**config.mk**
```make
export PLATFORM = sky130hd
export DESIGN_NAME = lock_key_watchdog_timer
export DESIGN_NICKNAME = d
export VERILOG_FILES = /design/src/wdt_pkg.sv /design/src/tick_if.sv /design/src/lock_key_watchdog_timer.sv /design/src/slow_tick_gen.sv
export VERILOG_INCLUDE_DIRS = /design/src
export SDC_FILE = /design/constraint.sdc
export NUM_CORES = 1
export LEC_CHECK = 0
export BUFFER_PORTS_ARGS = -buffer_cell sky130_fd_sc_hd__buf_4
export CAP_MARGIN = 20
export CORE_ASPECT_RATIO = 1.4
export CORE_MARGIN = 8
export CORE_UTILIZATION = 50
export CTS_BUF_LIST = sky130_fd_sc_hd__clkbuf_2 sky130_fd_sc_hd__clkbuf_4 sky130_fd_sc_hd__clkbuf_8
export CTS_CLUSTER_SIZE = 8
export DETAILED_ROUTE_END_ITERATION = 8
export PLACE_DENSITY = 0.69
export SLEW_MARGIN = 15
export SYNTH_ARGS = -nofsm -noshare
export SYNTH_HDL_FRONTEND = slang
export SYNTH_SLANG_ARGS = --single-unit
```
**constraint.sdc**
```tcl
create_clock -name clock -period 5.5 [get_ports clock]
set_input_delay 0.275 -clock clock [delete_from_list [all_inputs] [get_ports clock]]
set_output_delay 0.275 -clock clock [all_outputs]
set_load 0.01 [all_outputs]
```
**src/lock_key_watchdog_regs.svh**
```systemverilog
`ifndef LOCK_KEY_WATCHDOG_REGS_SVH
`define LOCK_KEY_WATCHDOG_REGS_SVH

// Register address on the special-function bus
`define WDG_CMD_ADDR 8'h97

// Command bytes
`define WDG_CMD_RESTART 8'ha5
`define WDG_CMD_DIS_KEY1 8'hde
`define WDG_CMD_DIS_KEY2 8'had
`define WDG_CMD_LOCK 8'hff

// Field positions
`define WDG_CMD_BIT 7
`define WDG_STAT_BIT 4
`define WDG_IVL_HI 2
`define WDG_IVL_LO 0

// Reset values
`define WDG_IVL_RESET 3'h7
`define WDG_COUNT_RESET 16'h0000

// Timing
`define WDG_CLK_PERIOD_NS 10
`define WDG_LFO_PERIOD_NS 12500
`define WDG_LFO_PRESCALE 16
`define WDG_TICK_CYCLES ((`WDG_LFO_PERIOD_NS * `WDG_LFO_PRESCALE) / `WDG_CLK_PERIOD_NS)
`define WDG_KEY_WINDOW 3'h4
`define WDG_EN_DELAY 2'h2
`define WDG_DIS_DELAY 2'h3
`define WDG_LIMIT_BASE_SHIFT 2

`endif

```
**src/wdt_pkg.sv**
```systemverilog
`default_nettype none
package wdog_pkg;
   typedef logic [7:0] byte_t;
   typedef logic [2:0] interval_t;
   typedef logic [15:0] count_t;
   typedef logic [1:0] delay_t;
endpackage
`default_nettype wire

```
**src/tick_if.sv**
```systemverilog
`timescale 1ns/1ps
`default_nettype none
interface tick_if;
   logic tick;
   modport src (output tick);
   modport dst (input tick);
endinterface
`default_nettype wire

```
**src/lock_key_watchdog_timer.sv**
```systemverilog
`timescale 1ns/1ps
`default_nettype none
`include "lock_key_watchdog_regs.svh"
module lock_key_watchdog_timer #(
   parameter int unsigned TICK_CYCLES = `WDG_TICK_CYCLES
) (
   // Clock and reset
   input wire logic clock,
   input wire logic resetn,
   // Special-function register port
   input wire wdog_pkg::byte_t sfr_addr,
   input wire logic sfr_wr,
   input wire logic sfr_rd,
   input wire wdog_pkg::byte_t sfr_wdata,
   output var wdog_pkg::byte_t sfr_rdata,
   // Oscillator control
   input wire logic slow_osc_off_req,
   output var logic slow_osc_run,
   // Chip reset request
   output var logic chip_reset_req
);
   import wdog_pkg::*;

   tick_if tk_bus ();

   slow_tick_gen #(.TICK_CYCLES(TICK_CYCLES)) u_tick (
      .clock(clock),
      .resetn(resetn),
      .tk(tk_bus)
   );

   // Limit minus one in units of divided ticks
   function automatic count_t limit_m1(input interval_t sel);
      logic [16:0] lim;
      lim = 17'h1 << {sel, 1'b0};
      lim = lim << `WDG_LIMIT_BASE_SHIFT;
      return count_t'(lim - 17'h1);
   endfunction

   logic tick;
   logic wr;
   logic rd;
   logic apply_en;
   logic apply_dis;
   logic over;

   logic enabled_q, enabled_d;
   logic lock_q, lock_d;
   interval_t ivl_q, ivl_d;
   count_t count_q, count_d;
   logic [2:0] win_q, win_d;
   delay_t pend_en_q, pend_en_d;
   delay_t pend_dis_q, pend_dis_d;
   byte_t rdata_q, rdata_d;
   logic osc_q, osc_d;
   logic rst_q, rst_d;

   assign tick = tk_bus.tick;
   assign wr = sfr_wr && (sfr_addr == `WDG_CMD_ADDR);
   assign rd = sfr_rd && (sfr_addr == `WDG_CMD_ADDR);
   assign apply_en = tick && (pend_en_q == 2'h1);
   assign apply_dis = tick && (pend_dis_q == 2'h1);
   // Above-limit compare not gated by enable; equal-limit compare needs enable and tick
   assign over = (count_q > limit_m1(ivl_q)) ||
                 ((count_q == limit_m1(ivl_q)) && enabled_q && tick && !apply_en);

   always_comb begin
      enabled_d = enabled_q;
      lock_d = lock_q;
      ivl_d = ivl_q;
      count_d = count_q;
      win_d = (win_q != 3'h0) ? win_q - 3'h1 : 3'h0;
      pend_en_d = pend_en_q;
      pend_dis_d = pend_dis_q;
      if (tick && pend_en_q != 2'h0) begin
         pend_en_d = pend_en_q - 2'h1;
      end
      if (tick && pend_dis_q != 2'h0) begin
         pend_dis_d = pend_dis_q - 2'h1;
      end
      if (wr) begin
         win_d = 3'h0;
         if (!sfr_wdata[`WDG_CMD_BIT]) begin
            ivl_d = sfr_wdata[`WDG_IVL_HI:`WDG_IVL_LO];
         end else if (sfr_wdata == `WDG_CMD_RESTART) begin
            pend_en_d = `WDG_EN_DELAY;
         end else if (sfr_wdata == `WDG_CMD_DIS_KEY1) begin
            win_d = `WDG_KEY_WINDOW;
         end else if (sfr_wdata == `WDG_CMD_DIS_KEY2) begin
            if (win_q != 3'h0 && !lock_q) begin
               pend_dis_d = `WDG_DIS_DELAY;
            end
         end else if (sfr_wdata == `WDG_CMD_LOCK) begin
            lock_d = 1'b1;
         end
      end
      if (enabled_q && tick) begin
         count_d = count_q + 16'h1;
      end
      if (apply_dis) begin
         enabled_d = 1'b0;
      end
      if (apply_en) begin
         enabled_d = 1'b1;
         count_d = `WDG_COUNT_RESET;
      end
   end

   always_ff @(posedge clock or negedge resetn) begin
      if (!resetn) begin
         enabled_q <= 1'b1;
         lock_q <= 1'b0;
         ivl_q <= `WDG_IVL_RESET;
         count_q <= `WDG_COUNT_RESET;
         win_q <= 3'h0;
         pend_en_q <= 2'h0;
         pend_dis_q <= 2'h0;
      end else begin
         enabled_q <= enabled_d;
         lock_q <= lock_d;
         ivl_q <= ivl_d;
         count_q <= count_d;
         win_q <= win_d;
         pend_en_q <= pend_en_d;
         pend_dis_q <= pend_dis_d;
      end
   end

   // Outputs and read data
   always_comb begin
      rdata_d = 8'h00;
      if (rd) begin
         rdata_d[`WDG_IVL_HI:`WDG_IVL_LO] = ivl_q;
         rdata_d[`WDG_STAT_BIT] = enabled_q;
      end
      osc_d = enabled_q || !slow_osc_off_req;
      rst_d = rst_q || over;
   end

   always_ff @(posedge clock or negedge resetn) begin
      if (!resetn) begin
         rdata_q <= 8'h00;
         osc_q <= 1'b1;
         rst_q <= 1'b0;
      end else begin
         rdata_q <= rdata_d;
         osc_q <= osc_d;
         rst_q <= rst_d;
      end
   end

   assign sfr_rdata = rdata_q;
   assign slow_osc_run = osc_q;
   assign chip_reset_req = rst_q;
endmodule
`default_nettype wire

```
**src/slow_tick_gen.sv**
```systemverilog
`timescale 1ns/1ps
`default_nettype none
`include "lock_key_watchdog_regs.svh"
module slow_tick_gen #(
   parameter int unsigned TICK_CYCLES = `WDG_TICK_CYCLES
) (
   // Clock and reset
   input wire logic clock,
   input wire logic resetn,
   // Divided slow_oscillator tick
   tick_if.src tk
);
   import wdog_pkg::*;

   logic [31:0] div_q;
   logic [31:0] div_d;
   logic tick_q;
   logic tick_d;

   // Divider of the slow_oscillator down to the counter tick
   always_comb begin
      tick_d = 1'b0;
      div_d = div_q + 32'h1;
      if (div_q >= 32'(TICK_CYCLES - 1)) begin
         div_d = 32'h0;
         tick_d = 1'b1;
      end
   end

   always_ff @(posedge clock or negedge resetn) begin
      if (!resetn) begin
         div_q <= 32'h0;
         tick_q <= 1'b0;
      end else begin
         div_q <= div_d;
         tick_q <= tick_d;
      end
   end

   assign tk.tick = tick_q;
endmodule
`default_nettype wire

```
== Word-level counts from Yosys, hierarchy flattened ==
Cells that the tools add are included.

* Logic and storage cells: 81
* Input port bits: 21
* Flip-flop bits (word level): 67
* Output and inout port bits: 10

* Bitwise logic cells: 4
* $lt $le $gt $ge: 2
* Shift-type cells: 1
* Muxes and demuxes: 24
* Add/sub/neg operators: 6
* Equal/unequal tests: 8
* Reductions and logical operators: 24

{| class="wikitable"
|+ Operators by type and width
! operator !! count
|-
| $eq A8 B8 Y1 const B || 5
|-
| $add A32 B1 Y32 const B || 1
|-
| $ge A32 B15 Y1 const B || 1
|-
| $mux W16 || 2
|-
| $mux W32 || 1
|-
| $mux W2 || 11
|-
| $mux W3 || 6
|-
| $add A16 B1 Y16 const B || 1
|-
| $eq A16 B16 Y1 || 1
|-
| $gt A16 B16 Y1 || 1
|-
| $sub A16 B1 Y16 const B || 1
|-
| $shl A1 B4 Y14 const A || 1
|-
| $logic_and A1 B1 Y1 || 11
|-
| $reduce_bool A2 Y1 || 4
|-
| $reduce_and A6 Y1 || 1
|-
| $eq A2 B1 Y1 const B || 2
|-
| $mux W1 || 4
|-
| $not A1 Y1 || 4
|-
| $sub A2 B1 Y2 const B || 2
|-
| $logic_not A1 Y1 || 3
|-
| $logic_or A1 B1 Y1 || 3
|-
| $reduce_bool A3 Y1 || 1
|-
| $sub A3 B1 Y3 const B || 1
|-
| $reduce_and A2 Y1 || 1
|}

== Longest topological paths before layout ==
* Depth in word-level cells: 9
* Gate-level depth with buffers: 13
* Depth with buffers taken out: 11

== By module ==
Synthesis repeated with hierarchy kept, for this count alone.

* Cell total of the unflattened synthesis: 340
* Area total of the unflattened synthesis: 3,488.3 sq um

{| class="wikitable"
|+ By module, submodules not included
! module !! area an instance (sq um) !! seq. area each (sq um) !! cells each !! times used
|-
| lock_key_watchdog_timer || 2,153.3 || 857.1 || 237 || 1
|-
| slow_tick_gen || 1,335.0 || 825.8 || 103 || 1
|}

== Least setup slack after synthesis ==
No wires, ideal clock.

* Path type: reg2reg
* Start: reg ivl_q[1]
* End: reg rst_q (netlist: chip_reset_req)
* Path slack: 2,885 ps
* Data required time: 5,376 ps
* Cell stages (with the launch flop): 13
* Data arrival time: 2,491 ps
* Setup time: 124 ps
* Clock period less this slack: 2,615 ps
* Path buffers: 2
* Path through: dfstp_2 clkbuf_1 nor2_1 nand2_1 ha_1 clkbuf_1 inv_1 o32a_1 ha_1 nand4_1 nor2_1 o31a_1 o31a_1

* Cells in the longest elaborated chain, start to end: 8
* Elaborated cells on any way between the ends: 9
* Classes of those cells: add/sub: 1; order compare: 1; eq/ne: 1; shift: 1; reduce/logical: 5

{| class="wikitable"
|+ Ends and longest elaborated chain
! what !! line !! text
|-
| start, declared || lock_key_watchdog_timer.sv:49 || <nowiki>interval_t ivl_q, ivl_d;</nowiki>
|-
| start signal, assigned || lock_key_watchdog_timer.sv:113 || <nowiki>ivl_q <= `WDG_IVL_RESET;</nowiki>
|-
| start signal, assigned || lock_key_watchdog_timer.sv:121 || <nowiki>ivl_q <= ivl_d;</nowiki>
|-
| $shl A1 B4 Y14 * || lock_key_watchdog_timer.sv:35 || <nowiki>lim = 17'h1 << {sel, 1'b0};</nowiki>
|-
| $sub A16 B1 Y16 * || lock_key_watchdog_timer.sv:37 || <nowiki>return count_t'(lim - 17'h1);</nowiki>
|-
| parallel branches: the longest is 4 deep, another holds $gt A16 B16 Y1 || n/a ||
|-
| $logic_or A1 B1 Y1 * || lock_key_watchdog_timer.sv:64 || <nowiki>assign over = (count_q > limit_m1(ivl_q)) ||</nowiki>
|-
| $logic_or A1 B1 Y1 * || lock_key_watchdog_timer.sv:137 || <nowiki>rst_d = rst_q || over;</nowiki>
|-
| net rst_d || lock_key_watchdog_timer.sv:56 || <nowiki>logic rst_q, rst_d;</nowiki>
|-
| end signal, assigned || lock_key_watchdog_timer.sv:148 || <nowiki>rst_q <= rst_d;</nowiki>
|-
| end, declared || lock_key_watchdog_timer.sv:56 ||
|}

Mark *: on every way through the listed nets, which the timed path passes.
A chain may end at the register's enable or synchronous reset.

== Worst setup path in the final report ==
* Start: reg ivl_q[0]
* End: reg rst_q (netlist: chip_reset_req)

Same word-level chain as after synthesis.

==> results <==
- The run finished with clean final reports.
- Post-CTS timing repair inserted 0 buffers for setup.
- Traced cell by cell, the critical path runs through or3_1, ha_1, inv_1, o32a_1, ha_1, nand4_1, nor2_1, o31a_1, o31a_1.
- The total count of max-transition violations in the final report is 0.
- The count of buffers added on input and output ports is 26.
- The origin of the critical flop-to-flop path is ivl_q[0]$_DFFE_PN1P_.
- The number of antenna violations at the first check in global routing was 0.
- Yosys printed 0 warnings.
- The count of nets after finishing is 426.
- Global routing used 26.3% of the available met2 tracks.
- The critical path is of the reg2reg type.
- Counting distinct cell types in the post-synthesis netlist gives 49.
- Derived from the worst setup path, the maximum achievable clock frequency is 396 MHz.
- The fraction of the yosys area taken by sequential cells is 49.0%.
- For this run, design rule violations remaining after detail routing come to 0.
- The pin count of the biggest net entering global routing is 68.
- Ranked by instance count, the synthesized netlist is headed by 62 x dfrtp_1, 35 x nor2_1, 23 x ha_1, 23 x nand2_1, 21 x inv_1.
- The cell sitting at the root of the clock tree is a clkbuf_8.
- After detailed routing, the total wire length is 6.67 mm.
- After routing the design area is 3970 um2.
- The cell area after placement is 3750 um2.
- The clock skew after layout is 0.00870 ns.
- The aggregate negative setup slack is 0 ns.
- The number of antenna diodes in the final layout is 0.
- In this run, post-CTS hold repair placed 0 buffers.
- The via count of the first global-routing pass is 2529.
- The cell count of the worst reg-to-reg path is 9.
- The global router's overall resource usage is 14.6%.
- Counting along the longest clock path gives a buffer depth of 2.
- The number of primary I/O pins is 31.
- The total global routing overflow is 0.
- STA puts the critical path data arrival time at 2.75 ns.
- Once detailed placement completed, the half-perimeter wirelength came to 4.88 mm.
- The met3 capacity usage during global routing is 3.66%.
- The peak-usage layer in the global routing report is met2.
- The most used flip-flop cell after synthesis is dfrtp_1.
- For this run, the slowest stage of the critical path takes 0.63 ns.
- The smallest clock period supported by the final layout is computed as 2.52 ns.
- The worst-path maximum fanout is 11.
- In the routed layout, each cell is associated on average with a via count of 5.27.
- The static leakage is 1.84 nW.
- TritonCTS built the clock tree.
- After floorplanning, the core was divided into 36 placement rows.
- In this run the remaining antenna-violating nets after routing total 0.
- The tightest min-delay check is of the in2async type.
- In this run the critical register-to-register path is captured at chip_reset_req$_DFF_PN0_.
- In the final routed layout, each cell accounts on average for 13.8 um.
- The first global-routing pass estimated 11.3 mm of wire.
- The transition time of the tightest slew-check pin is 0.821 ns.
- The worst-case IR drop observed on VDD is 246 uV.
- The register bit count reported by yosys is 67.
- The weighted congestion reported at the end of routability-driven placement is 0.811.
- Power spread over the standard cell area amounts to 317 nW/um2.
- Of the available clock period, the critical path in the final layout requires 45.9%.
- The critical path's slowest cell is dfstp_2.
- The core region is 6800 um2.
- The first detailed-routing pass ran for 4 iterations.
- The post-synthesis instance area is 3440 um2.
- At the later pin of the worst-skew pair, clock insertion delay measures 0.34 ns.
- After synthesis, the share of flip-flops with an asynchronous set or reset is 100%.
- The floorplan step set the die height to 114 um.
- The number of fill cells in the layout is 602.
- The minimum setup slack among reg-to-reg paths is 2.98 ns.
- The clock tree synthesis step divided the H-tree into 3 levels.
- The routed layout has 2540 vias.
- The largest total area in the synthesized netlist belongs to dfrtp_1.
- Clock tree synthesis inserted a total of 9 buffers.
- The number of clock sinks is 67.
- At the worst endpoint, the required time is 5.72 ns.
- Excluding fillers, the count of instances in the completed layout stands at 482.
- Of the cells placed in the final design, the portion with a size suffix greater than 1 is 15.8%.
- Setup repair after global routing left no endpoint under its margin.
- For this configuration, the core starts out at a cell density of 50.5%.
- The launching element type of the critical path is a flip-flop.
- The clock-pin transition on the worst setup and hold timing paths is 0.07 ns.
- Headroom to the max-slew limit came out at 45.3%.
- The die covers 9820 um2.
- The max-capacitance violation count is 0.
- Counting flops with a built-in enable in the synthesized netlist gives 0.
- The capturing element type of the critical path is a flip-flop.
- The synthesized design devotes to its leading area cell type 45.2% of total area.
- The cell count after placement is 466.
- The most common cell in the netlist is dfrtp_1.
- The post-synthesis area per instance is 10.2 um2.
- The post-synthesis instance total is 337.
- The final count of hold timing violations is 0.
- The area growth from synthesis to layout is 15.5%.
- Setup violations remaining at the end of the flow were counted as 0.
- The width of the die is 86.1 um.
- For met1 alone, demand over resource in global routing was 15.2%.
- For this block, the initial DRC count from the detailed router was 158.
- After clock tree synthesis, the repair step resized 0 gates.
- In the post-synthesis netlist, the biggest area contributors are dfrtp_1 45%, ha_1 8.4%, dfstp_2 3.8%.
-- cells by family (layout without fill, tap and decap cells) --
logic type	after synthesis	in the layout	synth area share, %
xor gates and xnor gates	22	22	5.61
adders and majority gates	23	23	8.38
DFF	67	67	49.0
AOI/OAI and AO/OA	50	50	9.40
other	1	21	0.109
and+or+nand+nor	136	136	21.4
muxes	5	5	1.60
buffers and inverters	33	63	4.48
-- layout make-up --
cell class	count	area (um2)	area share, %
timing repair buffer	26	195	4.92
clock inverter	5	78.8	1.99
multi-input combinational	257	1670	42.2
tap	95	119	3.00
clock buffer	11	139	3.50
sequential	67	1680	42.4
inverter	21	78.8	1.99
-- critical path, delay by kind of cell (launching register included) --
kind                       cells  cell delay [ns]
AOI/OAI and AO/OA              3             0.74
DFF                            1             0.63
and+or+nand+nor                3             0.31
adders and majority gates      2             0.61
buffers and inverters          1             0.12
-- flip-flops by register name, indices dropped and copies added, names as in the netlist, 2 cells and up --
register / cells
count_q: 16
ivl_q: 3
pend_dis_q: 2
pend_en_q: 2
sfr_rdata: 4
u_tick.div_q: 32
win_q: 3
-- metrics by stage --
stage	hold WS, ns	power, mW	utilization [%]	setup slack, ns
4_1_cts	0.0437	1.27	58.3	2.98
6_report	0.0174	1.26	58.3	2.98
2_1_floorplan	-0.0206	0.752	-	2.89
3_3_place_gp	0.407	0.807	55.1	3.07
5_1_grt	0.0399	1.32	58.3	2.83
3_5_place_dp	0.411	0.821	55.1	3.00
-- power by group --
group          internal [mW]  switching, mW
Combinational         0.0988          0.129
Clock                  0.265          0.182
Sequential             0.540         0.0433
Total                  0.903          0.354
-- placed cells by master, fill, tap and decap left out, types with 2 or more instances in the layout --
cell       count
dfrtp_1       62
nor2_1        35
buf_4         26
nand2_1       23
ha_1          23
inv_1         21
conb_1        21
o21ai_0       13
nand3_1       13
xnor2_1       13
a21oi_1       12
nand4_1       11
nor3_1        10
xor2_1         9
clkbuf_8       9
nor4_1         8
and2_1         5
or3_1          5
dfstp_2        5
and4_1         4
mux2_2         4
o22ai_1        4
nand2b_1       3
nor2b_1        3
a211oi_1       3
a21o_1         3
o31ai_1        3
or4_1          3
or2_2          2
nor3b_1        2
o2111ai_1      2
o21a_1         2
o31a_1         2
and2_2         2
clkbuf_4       2
bufinv_16      2
clkinv_2       2
-- per-layer routing --
| metal | wire, um | share of wire (%) |
|---|---|---|
| met2 | 3680 | 55 |
| met5 | 0 | 0 |
| met4 | 124 | 1.9 |
| met3 | 203 | 3.0 |
| met1 | 2670 | 40 |
-- worst max path at each step --
stage,to,from,slack [ns],cells after the start
after global placement,chip_reset_req$_DFF_PN0_,ivl_q[0]$_DFFE_PN1P_,3.07,9
after CTS,chip_reset_req$_DFF_PN0_,ivl_q[0]$_DFFE_PN1P_,2.98,9
after floorplan,chip_reset_req$_DFF_PN0_,ivl_q[1]$_DFFE_PN1P_,2.89,12
after global routing,chip_reset_req$_DFF_PN0_,ivl_q[0]$_DFFE_PN1P_,2.83,9
final,chip_reset_req$_DFF_PN0_,ivl_q[0]$_DFFE_PN1P_,2.98,9
after detailed placement,chip_reset_req$_DFF_PN0_,ivl_q[0]$_DFFE_PN1P_,3.00,9
No activity file was read; power rests on OpenSTA's default activity.
